File: config.mk
export PLATFORM = sky130hd
export DESIGN_NAME = urx_recovery
export DESIGN_NICKNAME = d
export VERILOG_FILES = /design/src/urx_pkg.sv /design/src/urx_sync.sv /design/src/urx_recovery.sv
export SDC_FILE = /design/constraint.sdc
export NUM_CORES = 1
export LEC_CHECK = 0
export BUFFER_PORTS_ARGS = -buffer_cell sky130_fd_sc_hd__buf_2
export CAP_MARGIN = 10
export CORE_ASPECT_RATIO = 2
export CORE_MARGIN = 10
export CORE_UTILIZATION = 50
export DETAILED_ROUTE_END_ITERATION = 10
export GPL_TIMING_DRIVEN = 0
export PLACE_DENSITY = 0.72
export SYNTH_ARGS = -nofsm -noshare
export SYNTH_HDL_FRONTEND = slang
export SYNTH_HIERARCHICAL = 1
export SYNTH_SLANG_ARGS = --single-unit
File: constraint.sdc
create_clock -name core_clk -period 5.66 [get_ports core_clk]
set_clock_uncertainty 0.15 [all_clocks]
set_input_delay 1.132 -clock core_clk [delete_from_list [all_inputs] [get_ports core_clk]]
set_output_delay 1.132 -clock core_clk [all_outputs]
set_load 0.03 [all_outputs]
File: src/urx_pkg.sv
// Package with constants for the receiver data recovery block
package urx_pkg;
  localparam int unsigned CLK_HZ = 20000000;
  localparam logic [3:0] TICK_LAST = 4'hF;
  localparam logic [3:0] TICK_VERIFY_A = 4'h2;
  localparam logic [3:0] TICK_VERIFY_B = 4'h4;
  localparam logic [3:0] TICK_VERIFY_C = 4'h6;
  localparam logic [3:0] TICK_VOTE_A = 4'h7;
  localparam logic [3:0] TICK_VOTE_B = 4'h8;
  localparam logic [3:0] TICK_VOTE_C = 4'h9;
  localparam logic [3:0] BITS_EIGHT = 4'h8;
  localparam logic [3:0] BITS_NINE = 4'h9;
  localparam logic [3:0] IDLE_EIGHT = 4'hA;
  localparam logic [3:0] IDLE_NINE = 4'hB;
  localparam logic [8:0] DATA_RESET = 9'h000;
  localparam logic [2:0] LINE_RESET = 3'h7;
  typedef enum logic [1:0] {
    URX_HUNT,
    URX_START,
    URX_DATA,
    URX_STOP
  } urx_state_type;
endpackage

File: src/urx_sync.sv
// Three-stage input synchroniser with agreement filter
module urx_sync (
  // Clock and reset
  input wire logic core_clk,
  input wire logic rst,
  // Pin and filtered level
  input wire logic pin,
  output logic level
);
  logic [2:0] stage;

  always_ff @(posedge core_clk) begin
    if (rst) begin
      stage <= urx_pkg::LINE_RESET;
    end else begin
      stage <= {stage[1:0], pin};
    end
  end

  always_ff @(posedge core_clk) begin
    if (rst) begin
      level <= 1'b1;
    end else if (stage[1] == stage[2]) begin
      level <= stage[2];
    end
  end
endmodule

File: src/urx_recovery.sv
// Receiver data recovery: start search, majority vote, flags and wakeup
module urx_recovery (
  // Clock and reset
  input wire logic core_clk,
  input wire logic rst,
  // Serial line and oversample tick
  input wire logic serial_input_pin,
  input wire logic oversample_tick,
  // Configuration
  input wire logic nine_bit_mode,
  input wire logic wake_address_mark,
  input wire logic idle_count_origin,
  input wire logic receiver_enable,
  // Standby control
  input wire logic standby_set,
  // Software flag clears
  input wire logic clear_receive_full,
  input wire logic clear_idle,
  input wire logic clear_errors,
  // Received data and status
  output logic [8:0] serial_data_buffer,
  output logic receive_full_flag,
  output logic idle_flag,
  output logic noise_flag,
  output logic framing_error_flag,
  output logic standby_request,
  output logic receive_irq
);
  urx_pkg::urx_state_type state;
  logic line;
  logic [3:0] tick;
  logic [3:0] bit_index;
  logic [2:0] history;
  logic [2:0] votes;
  logic [8:0] shift;
  logic early_fall;
  logic bit_end;
  logic [3:0] hunt_tick;
  logic char_noise;
  logic [3:0] idle_count;
  logic idle_armed;
  logic tick_vote_c;
  logic voted;
  logic disagree;
  logic [3:0] bit_count;
  logic [3:0] idle_limit;
  logic char_done;
  logic [8:0] next_data;
  logic stop_bad;
  logic noise_done;
  logic idle_seen;
  logic idle_wake;

  function automatic logic majority(input logic [2:0] s);
    return (s[0] & s[1]) | (s[0] & s[2]) | (s[1] & s[2]);
  endfunction

  function automatic logic mixed(input logic [2:0] s);
    return (s != 3'h0) && (s != 3'h7);
  endfunction

  urx_sync u_sync (
    .core_clk(core_clk),
    .rst(rst),
    .pin(serial_input_pin),
    .level(line)
  );

  always_comb begin
    bit_count = nine_bit_mode ? urx_pkg::BITS_NINE : urx_pkg::BITS_EIGHT;
    idle_limit = nine_bit_mode ? urx_pkg::IDLE_NINE : urx_pkg::IDLE_EIGHT;
    tick_vote_c = oversample_tick && tick == urx_pkg::TICK_VOTE_C;
    voted = majority({votes[1:0], line});
    disagree = mixed({votes[1:0], line});
    stop_bad = !voted;
    char_done = state == urx_pkg::URX_STOP && tick_vote_c;
    next_data = nine_bit_mode ? shift : {1'b0, shift[8:1]};
    noise_done = char_noise | disagree;
    early_fall = state == urx_pkg::URX_DATA && tick > urx_pkg::TICK_VOTE_C && majority(votes)
                 && history[0] && !line;
    bit_end = oversample_tick && state == urx_pkg::URX_DATA
              && (tick == urx_pkg::TICK_LAST || early_fall);
    idle_seen = oversample_tick && hunt_tick == urx_pkg::TICK_LAST && line
                && state == urx_pkg::URX_HUNT && idle_count == idle_limit - 4'h1;
    idle_wake = idle_seen && idle_armed && standby_request && !wake_address_mark;
  end

  // Bit sampling state machine
  always_ff @(posedge core_clk) begin
    if (rst || !receiver_enable) begin
      state <= urx_pkg::URX_HUNT;
      tick <= 4'h0;
      bit_index <= 4'h0;
      history <= urx_pkg::LINE_RESET;
      votes <= 3'h0;
      shift <= urx_pkg::DATA_RESET;
      char_noise <= 1'b0;
    end else if (oversample_tick) begin
      history <= {history[1:0], line};
      case (state)
        urx_pkg::URX_HUNT: begin
          tick <= 4'h0;
          if (history == 3'h7 && !line) begin
            state <= urx_pkg::URX_START;
            tick <= 4'h1;
            votes <= 3'h0;
            char_noise <= 1'b0;
          end
        end
        urx_pkg::URX_START: begin
          tick <= tick + 4'h1;
          if (tick == urx_pkg::TICK_VERIFY_A || tick == urx_pkg::TICK_VERIFY_B
              || tick == urx_pkg::TICK_VERIFY_C || tick == urx_pkg::TICK_VOTE_A
              || tick == urx_pkg::TICK_VOTE_B) begin
            votes <= {votes[1:0], line};
          end
          if (tick == urx_pkg::TICK_VERIFY_C) begin
            if (majority({votes[1:0], line})) begin
              state <= urx_pkg::URX_HUNT;
              tick <= 4'h0;
            end else begin
              char_noise <= mixed({votes[1:0], line});
              votes <= 3'h0;
            end
          end
          if (tick == urx_pkg::TICK_VOTE_C) begin
            char_noise <= char_noise | (votes[1:0] != 2'h0) | line;
          end
          if (tick == urx_pkg::TICK_LAST) begin
            state <= urx_pkg::URX_DATA;
            tick <= 4'h0;
            bit_index <= 4'h0;
          end
        end
        default: begin
          tick <= tick + 4'h1;
          if (tick == urx_pkg::TICK_VOTE_A || tick == urx_pkg::TICK_VOTE_B) begin
            votes <= {votes[1:0], line};
          end
          if (tick == urx_pkg::TICK_VOTE_C) begin
            votes <= {votes[1:0], line};
          end
          if (early_fall) begin
            tick <= 4'h1;
          end
          if (bit_end) begin
            bit_index <= bit_index + 4'h1;
            shift <= {majority(votes), shift[8:1]};
            char_noise <= char_noise | mixed(votes);
            if (bit_index == bit_count - 4'h1) begin
              state <= urx_pkg::URX_STOP;
            end
          end
          if (state == urx_pkg::URX_STOP && tick == urx_pkg::TICK_VOTE_C) begin
            state <= urx_pkg::URX_HUNT;
            tick <= 4'h0;
            history <= {3{line}};
          end
        end
      endcase
    end
  end

  // Data buffer, receive full and error flags
  always_ff @(posedge core_clk) begin
    if (rst) begin
      serial_data_buffer <= urx_pkg::DATA_RESET;
      receive_full_flag <= 1'b0;
      noise_flag <= 1'b0;
      framing_error_flag <= 1'b0;
    end else begin
      if (clear_receive_full) begin
        receive_full_flag <= 1'b0;
      end
      if (clear_errors) begin
        noise_flag <= 1'b0;
        framing_error_flag <= 1'b0;
      end
      if (char_done && receiver_enable
          && (!standby_request || (wake_address_mark && next_data[bit_count - 4'h1]))) begin
        serial_data_buffer <= next_data;
        receive_full_flag <= 1'b1;
        framing_error_flag <= stop_bad;
        noise_flag <= noise_done;
      end
    end
  end

  // Idle detection counter
  always_ff @(posedge core_clk) begin
    if (rst || !receiver_enable) begin
      idle_count <= 4'h0;
      idle_armed <= 1'b1;
      idle_flag <= 1'b0;
    end else begin
      if (clear_idle) begin
        idle_flag <= 1'b0;
      end
      if (state == urx_pkg::URX_START && oversample_tick && tick == urx_pkg::TICK_LAST) begin
        idle_count <= 4'h0;
        idle_armed <= 1'b1;
      end else if (bit_end) begin
        idle_count <= (majority(votes) && !idle_count_origin) ? idle_count + 4'h1 : 4'h0;
      end else if (char_done) begin
        idle_count <= (voted && !idle_count_origin) ? idle_count + 4'h1 : 4'h0;
      end else if (idle_seen) begin
        idle_count <= 4'h0;
        idle_armed <= 1'b0;
        if (idle_armed && !idle_wake && !standby_request) begin
          idle_flag <= 1'b1;
        end
      end else if (state == urx_pkg::URX_HUNT && oversample_tick && line
                   && hunt_tick == urx_pkg::TICK_LAST) begin
        idle_count <= idle_count + 4'h1;
      end else if (state == urx_pkg::URX_HUNT && !line) begin
        idle_count <= 4'h0;
      end
    end
  end

  // Sub-bit counter in hunt state for idle bit times
  always_ff @(posedge core_clk) begin
    if (rst || state != urx_pkg::URX_HUNT || !line) begin
      hunt_tick <= 4'h0;
    end else if (oversample_tick) begin
      hunt_tick <= hunt_tick + 4'h1;
    end
  end

  // Standby request and wakeup
  always_ff @(posedge core_clk) begin
    if (rst) begin
      standby_request <= 1'b0;
    end else if (standby_set) begin
      standby_request <= 1'b1;
    end else if (idle_wake) begin
      standby_request <= 1'b0;
    end else if (char_done && wake_address_mark && next_data[bit_count - 4'h1]) begin
      standby_request <= 1'b0;
    end
  end

  // Receiver interrupt request gated by standby
  always_ff @(posedge core_clk) begin
    if (rst) begin
      receive_irq <= 1'b0;
    end else begin
      receive_irq <= !standby_request && (receive_full_flag || idle_flag);
    end
  end
endmodule

==> results of run 1 <==
-- critical path, stage by stage --
cell and delay [ps]:
buf_2 120, clkbuf_8 160, nor2_1 600, nand2_1 400, o31ai_1 320
-- synthesized netlist by cell type (all sizes together), types with 3 or more instances --
| library cell | instances |
|---|---|
| a211oi | 9 |
| a21oi | 21 |
| a22o | 3 |
| a31oi | 4 |
| and3 | 3 |
| buf | 8 |
| clkbuf | 7 |
| dfxtp | 54 |
| ha | 7 |
| inv | 13 |
| mux2i | 21 |
| nand2 | 19 |
| nand2b | 5 |
| nand3 | 7 |
| nand3b | 4 |
| nand4 | 3 |
| nand4b | 3 |
| nor2 | 30 |
| nor2b | 4 |
| nor3 | 8 |
| nor3b | 3 |
| o211ai | 3 |
| o21ai | 15 |
| o21bai | 3 |
| o22ai | 3 |
| o31ai | 7 |
| or2 | 4 |
| or3b | 3 |
| xor2 | 3 |
-- metal layers --
metal	wire length (um)	vias to the layer above	global-route usage
met5	0	-	0
met4	240	0	0.0876
met3	245	15	0.0267
met2	3580	47	0.253
met1	2460	1109	0.146
li1	-	1182	-
-- cell type report --
type,count,area (um2),area share
Timing Repair Buffer,26,130,0.0416
Inverter,13,48.8,0.0156
Tap cell,60,75.1,0.0240
Clock inverter,3,40.0,0.0128
Sequential cell,54,1080,0.345
Clock buffer,5,68.8,0.0220
Multi-Input combinational cell,224,1560,0.499
Buffer,15,125,0.0400
-- per-stage QoR --
step                utilization  setup slack (ps)
floorplan                     -              3150
global route              0.573              2850
CTS                       0.573              3030
finish                    0.573              3010
detailed placement        0.553              2690
global placement          0.553              2710
-- power by group --
group,switching (mW),leakage [nW],total [mW],internal [mW]
clock,0.127,0.0579,0.257,0.130
combinational,0.0215,0.672,0.0346,0.0131
sequential,0.00327,0.437,0.387,0.383
total,0.152,1.17,0.678,0.527
-- state kept, by name (all words and copies together), names as in the netlist, 2 cells and up --
register / count
bit_index: 4
u_sync/stage: 3
idle_count: 4
serial_data_buffer: 9
state: 2
tick: 4
hunt_tick: 4
shift: 9
history: 3
votes: 3
-- path summary, 6_finish.rpt --
path,start,end,depth (start not counted)
max,rst,idle_flag$_SDFF_PP0_,5
min,u_sync/stage[0]$_SDFF_PP1_,u_sync/stage[1]$_SDFF_PP1_,1
max reg2reg,tick[0]$_SDFFE_PP0P_,idle_count[3]$_SDFFE_PP0P_,7
min reg2reg,u_sync/stage[0]$_SDFF_PP1_,u_sync/stage[1]$_SDFF_PP1_,1
-- kinds of logic after synthesis --
kind of cell	Yosys count	share of synthesized area
xor gates and xnor gates	5	0.0156
DFF	54	0.384
muxes	21	0.0746
buffers and inverters	28	0.0617
AOI/OAI and AO/OA	80	0.207
and+or+nand+nor	109	0.218
adders and majority gates	9	0.0391
==> results.yml, run 1 <==
run_status:
  status: "completed"
final_layout:
  final_cells: 400
  area_growth_pct: 11.2
  final_cell_mix: "dfxtp_1, nor2_1, buf_2"
  diodes: 0
  final_nets: 358
  final_area_um2: 3130
  final_common_cell: "dfxtp_1"
  drive_gt1_frac: 0.194
  final.fill_count: 489
synthesis:
  ys_ff_latch: 54
  synth_top_flop_cell: "dfxtp_1"
  synth.avg_cell_area_um2: 9.20
  synth_top_area_share: 0.384
  synth_cells: 306
  netlist_area_um2: 2820
  yosysUniqueCellTypes: 68
  async_reset_ff_frac: 0
  syn-num-nets: 325
  yosys-top-cells-area: "dfxtp_1, mux2i_1, nor2_1, a21oi_1, ha_1"
  synth_largest_area_cell: "dfxtp_1"
  yosys_warnings: 6
  synth_seq_area_share: 0.384
  synth_edf_count: 0
global_routing:
  grt_pass1_wl_um: 10800
  grt.overflow.total: 0
  grt_pass1_vias: 2260
  antenna_found_initial: 0
  grt_usage: 0.143
  grt_max_degree: 17
sta:
  worstMarginPinSlew_ps: 759
  whs_ps: 270
  rsz0062_at_grt: "false"
  tns_ps: 0
  fmax_mhz: 377
  slew_viol_final: 0
  layout_min_cycle_time_ps: 2650
  setup-violations-final: 0
  relSlewSlack: 0.492
  hold_viol: 0
  period_share: 0.469
placement:
  dpl_cell_area_um2: 3020
  io_buffers: 26
  dp_cells: 392
  dp_hpwl_um: 5020
  gp_congestion: 0.881
floorplan:
  rows: 38
  die_w_um: 73.1
  start_util: 0.515
  die_area_um2: 9220
  die_y_um: 126
  io_pins: 27
  core_um2: 5470
route:
  ant_nets: 0
  drt_iter0_drc: 154
  viasPerCell: 5.88
  drt_first_pass_iters: 4
  drc: 0
  vias: 2353
  wl_per_cell_um: 16.3
  drt_wl_total_um: 6530
clock_network:
  cts_root_buf: "clkbuf_8"
  clock-sinks: 54
  insertion_delay_ps: 310
  cts_tree: "yes"
  cts_resized: 0
  path_clk_slew_ps: 90
  cts_max_level: 2
  postCtsSetupBuffers: 0
  holdBufCountCts: 0
  cts_buffer_depth: 2
  cts-buffers-inserted: 5
worst_setup_path:
  critical_path_class: "in2reg"
  cp-end-kind: "register"
  crit_path_max_fanout: 10
  start_kind: "input pin"
  cp.arrival_ps: 2740
  critPathRequiredTime_ps: 5740
  reg2reg_setup_slack_ps: 3360
run:
  drv_cap: 0
power_and_ir_drop:
  total_power_mw: 0.678
  vdd_drop_max_mv: 0.214
  power.leakage_nw: 1.17
  power_density_nw_per_um2: 217
min_path:
  min_path_type: "reg2reg"
Note: power is estimated with default switching activity, not from simulation.
==> run 2, diff against run 1 <==
PLACE_DENSITY = 0.75   (was 0.72)
clock period = 2.25 ns   (was 5.66 ns; I/O delays follow)
==> results.yml, run 2 (synthesis results as in run 1) <==
run_status:
  status: "completed"
final_layout:
  diodes: 0
  final_area_um2: 3170
  drive_gt1_frac: 0.207
  final_nets: 358
  final_cells: 398
  top_regs: "serial_data_buffer x9, shift x9"
  final_cell_mix: "dfxtp_1, nor2_1, buf_2"
  area_growth_pct: 12.4
  final_common_cell: "dfxtp_1"
route:
  drt_first_pass_iters: 4
  drt_wl_total_um: 6690
  vias: 2362
  drc: 0
  ant_nets: 0
  drt_iter0_drc: 91
  viasPerCell: 5.93
  wl_per_cell_um: 16.8
power_and_ir_drop:
  power.leakage_nw: 1.20
  vdd_drop_max_mv: 0.511
  power_density_nw_per_um2: 503
clock_network:
  cts-buffers-inserted: 5
  clock-sinks: 54
  holdBufCountCts: 0
  postCtsSetupBuffers: 0
  cts_max_level: 2
  cts_root_buf: "clkbuf_8"
  cts_tree: "yes"
  path_clk_slew_ps: 90
  insertion_delay_ps: 310
  cts_buffer_depth: 2
placement:
  io_buffers: 26
  dp_cells: 392
  dp_hpwl_um: 5200
  dpl_cell_area_um2: 3020
  gp_congestion: 0.912
global_routing:
  grt_pass1_wl_um: 11300
  antenna_found_initial: 0
  grt.overflow.total: 0
  grt_max_degree: 15
  grt_usage: 0.150
  grt_pass1_vias: 2388
worst_setup_path:
  max_stage_delay_ps: 450
  critPathSlowestCell: "or3b_1"
  start_kind: "register"
  crit_path_max_fanout: 10
  critPathRequiredTime_ps: 2270
  cp-end-kind: "register"
  cp.arrival_ps: 2180
  path_cells: "buf_4, or3b_1, a2111oi_4, nand2_1, o21ai_0, a21oi_1"
  critical_path_class: "reg2reg"
sta:
  fmax_mhz: 464
  rsz0062_at_grt: "true"
  setup-violations-final: 0
  period_share: 0.958
  layout_min_cycle_time_ps: 2160
  hold_viol: 0
  tns_ps: 0
  slew_viol_final: 0
  relSlewSlack: 0.526
  worstMarginPinSlew_ps: 709
floorplan:
  die_area_um2: 9220
  core_um2: 5470
  die_w_um: 73.1
  die_y_um: 126
  start_util: 0.515
  rows: 38
  io_pins: 27
min_path:
  min_path_type: "in2reg"
run:
  drv_cap: 0
==> run 2: cell types whose count changed in the layout (fill, tap and decap cells not counted), moves of 2 or more <==
| cell | before | now |
|---|---|---|
| ha_1 | 7 | 5 |
| clkinv_2 | 2 | 0 |
| dfxtp_1 | 54 | 51 |
| dfxtp_2 | 0 | 3 |
==> run 2: power by group <==
part / internal [mW] / total, mW / leakage, nW / switching, mW
Clock: 0.238 / 0.529 / 0.0431 / 0.292
Combinational: 0.0345 / 0.0903 / 0.720 / 0.0557
Sequential: 0.964 / 0.973 / 0.437 / 0.00901
Total: 1.24 / 1.59 / 1.20 / 0.356
==> run 2: timing repair <==
item	CTS	global route
pin swaps	0	1
resized for setup	5	6
endpoints found under the setup margin	5	15
==> run 2: through the flow <==
| step | utilization | power [mW] | hold WS [ps] | setup WS [ps] |
|---|---|---|---|---|
| floorplan | - | 1.05 | 235 | 202 |
| detailed placement | 0.553 | 1.08 | 245 | -68.3 |
| CTS | 0.574 | 1.61 | 155 | 34.1 |
| global route | 0.579 | 1.66 | 185 | -10.2 |
| finish | 0.579 | 1.59 | 162 | 94.5 |
| global placement | 0.553 | 1.08 | 242 | 8.03 |
==> run 2: final cells by class <==
class | instances | area [um2]
Buffer | 15 | 125
Clock buffer | 6 | 82.6
Fill cell | 503 | 2300
Inverter | 13 | 48.8
Multi-Input combinational cell | 224 | 1620
Sequential cell | 54 | 1080
Tap cell | 60 | 75.1
Timing Repair Buffer | 26 | 130
==> run 2: critical path: cells and delay by family (launching register included) <==
kind	cells	cell delay [ps]
AO/OA/AOI/OAI	3	690
buffers and inverters	1	200
AND/OR/NAND/NOR	2	580
flip-flops	1	400
==> run 2: final timing paths <==
| check | startpoint | to | slack (ps) | cells after the start |
|---|---|---|---|---|
| setup / recovery | u_sync/level$_SDFFE_PP1N_ | standby_request$_SDFFE_PP0P_ | 90 | 6 |
| hold / removal | serial_input_pin | u_sync/stage[0]$_SDFF_PP1_ | 160 | 2 |
| setup reg to reg | u_sync/level$_SDFFE_PP1N_ | standby_request$_SDFFE_PP0P_ | 90 | 6 |
| hold reg to reg | u_sync/stage[0]$_SDFF_PP1_ | u_sync/stage[1]$_SDFF_PP1_ | 270 | 1 |
==> run 2: per-layer routing <==
layer,track usage,wire length [um],up-vias
met1,0.139,2370,1109
met3,0.0275,257,21
met5,0,0,-
met2,0.275,3710,55
li1,-,-,1177
met4,0.101,357,0
==> run 3, diff against run 2 <==
PLACE_DENSITY = not set   (was 0.75)
PLACE_DENSITY_LB_ADDON = 0.25   (was not set)
==> results.yml, run 3 (synthesis results as in run 1) <==
global_routing:
  grt_pass1_wl_um: 10800
  grt_pass1_vias: 2314
  antenna_found_initial: 0
  grt_max_degree: 16
  grt_usage: 0.144
  grt.overflow.total: 0
sta:
  fmax_mhz: 466
  worstMarginPinSlew_ps: 773
  slew_viol_final: 0
  period_share: 0.954
  setup-violations-final: 0
  relSlewSlack: 0.483
  rsz0062_at_grt: "false"
  hold_viol: 0
  layout_min_cycle_time_ps: 2150
placement:
  dp_cells: 392
  gp_congestion: 0.890
  dpl_cell_area_um2: 3020
  dp_hpwl_um: 5190
  io_buffers: 26
power_and_ir_drop:
  p_clk_frac: 0.388
  total_power_mw: 1.73
  p_int_mw: 1.35
  net-switching-power_mw: 0.380
  combPwrFrac: 0.051
  power_density_nw_per_um2: 543
  power.leakage_nw: 1.21
  p_seq_frac: 0.561
  switching_share: 0.219
  vdd_drop_max_mv: 0.601
final_layout:
  multiInputGateArea_um2: 1610
  final_common_cell: "dfxtp_1"
  top_regs: "serial_data_buffer x9, shift x9"
  final_nets: 358
  seq_area_um2: 1080
  final_cell_mix: "dfxtp_1, nor2_1, buf_2"
  drive_gt1_frac: 0.204
  final.fill_count: 482
  final_area_um2: 3190
  final_cells: 399
  area_growth_pct: 13.3
  diodes: 0
route:
  drc: 0
  drt_iter0_drc: 122
  ant_nets: 0
  wl_per_cell_um: 16.8
  drt_first_pass_iters: 4
  drt_wl_total_um: 6690
  viasPerCell: 5.95
  vias: 2375
clock_network:
  cts_root_buf: "clkbuf_8"
  cts_tree: "yes"
  holdBufCountCts: 0
  path_clk_slew_ps: 90
  cts_max_level: 2
  cts-buffers-inserted: 5
  insertion_delay_ps: 320
  cts_buffer_depth: 2
  clock-sinks: 54
run:
  drv_cap: 0
run_status:
  status: "completed"
min_path:
  min_path_type: "in2reg"
worst_setup_path:
  cp.arrival_ps: 2210
  start_kind: "register"
  critPathSlowestCell: "dfxtp_1"
  critical_path_class: "reg2reg"
  critPathRequiredTime_ps: 2320
  crit_path_max_fanout: 10
  max_stage_delay_ps: 430
  path_cells: "buf_4, and4b_2, o31ai_2, o21bai_1, nor3_1, a22o_1"
  crit_buf_inv: 1
  cpLargestDelayFamily: "compound AO/OA/AOI/OAI gates"
  cp-end-kind: "register"
floorplan:
  die_y_um: 126
  core_um2: 5470
  die_area_um2: 9220
  rows: 38
  start_util: 0.515
  io_pins: 27
  die_w_um: 73.1
-- run 3: metrics by stage --
step	TNS [ps]	utilization	hold WS (ps)	setup WS, ps
after floorplan	0	-	235	202
after global placement	-7.63	0.553	241	-7.63
after detailed placement	-56.4	0.553	251	-41.9
after CTS	-61.4	0.574	154	-34.3
after global routing	0	0.584	167	12.6
final	0	0.584	158	104
-- run 3: path summary, 6_finish.rpt --
| path | cells past startpoint | from | endpoint | slack, ps |
|---|---|---|---|---|
| setup / recovery | 6 | u_sync/level$_SDFFE_PP1N_ | votes[0]$_SDFFE_PP0P_ | 100 |
| hold / removal | 2 | serial_input_pin | u_sync/stage[0]$_SDFF_PP1_ | 160 |
| setup reg to reg | 6 | u_sync/level$_SDFFE_PP1N_ | votes[0]$_SDFFE_PP0P_ | 100 |
| hold reg to reg | 1 | u_sync/stage[0]$_SDFF_PP1_ | u_sync/stage[1]$_SDFF_PP1_ | 270 |
-- run 3: area by class of cell --
| class | count | share of cell area |
|---|---|---|
| multi-input combinational | 224 | 0.506 |
| sequential | 54 | 0.339 |
| timing repair buffer | 26 | 0.0408 |
| buffer | 15 | 0.0400 |
| clock buffer | 6 | 0.0259 |
| tap | 60 | 0.0235 |
| inverter | 13 | 0.0153 |
| clock inverter | 1 | 0.00941 |
-- run 3: repair_timing --
action	4_1_cts	5_1_grt
endpoints found under the setup margin	4	21
buffers inserted	0	0
cloned	0	0
gates resized for setup	1	10
-- run 3: power by group through the flow --
stage / Combinational, mW / Clock (mW) / Sequential, mW
CTS: 0.0878 / 0.688 / 0.972
finish: 0.0891 / 0.673 / 0.973
global route: 0.0979 / 0.724 / 0.975
floorplan: 0.0537 / 0 / 0.995
global placement: 0.0856 / 0 / 0.994
detailed placement: 0.0874 / 0 / 0.995
-- run 3: per-layer routing --
layer  wire [um]  track usage  vias up
met3         325       0.0283       15
met1        2420        0.139     1121
met5           0            0        -
met4         191       0.0730        0
li1            -            -     1178
met2        3750        0.269       61
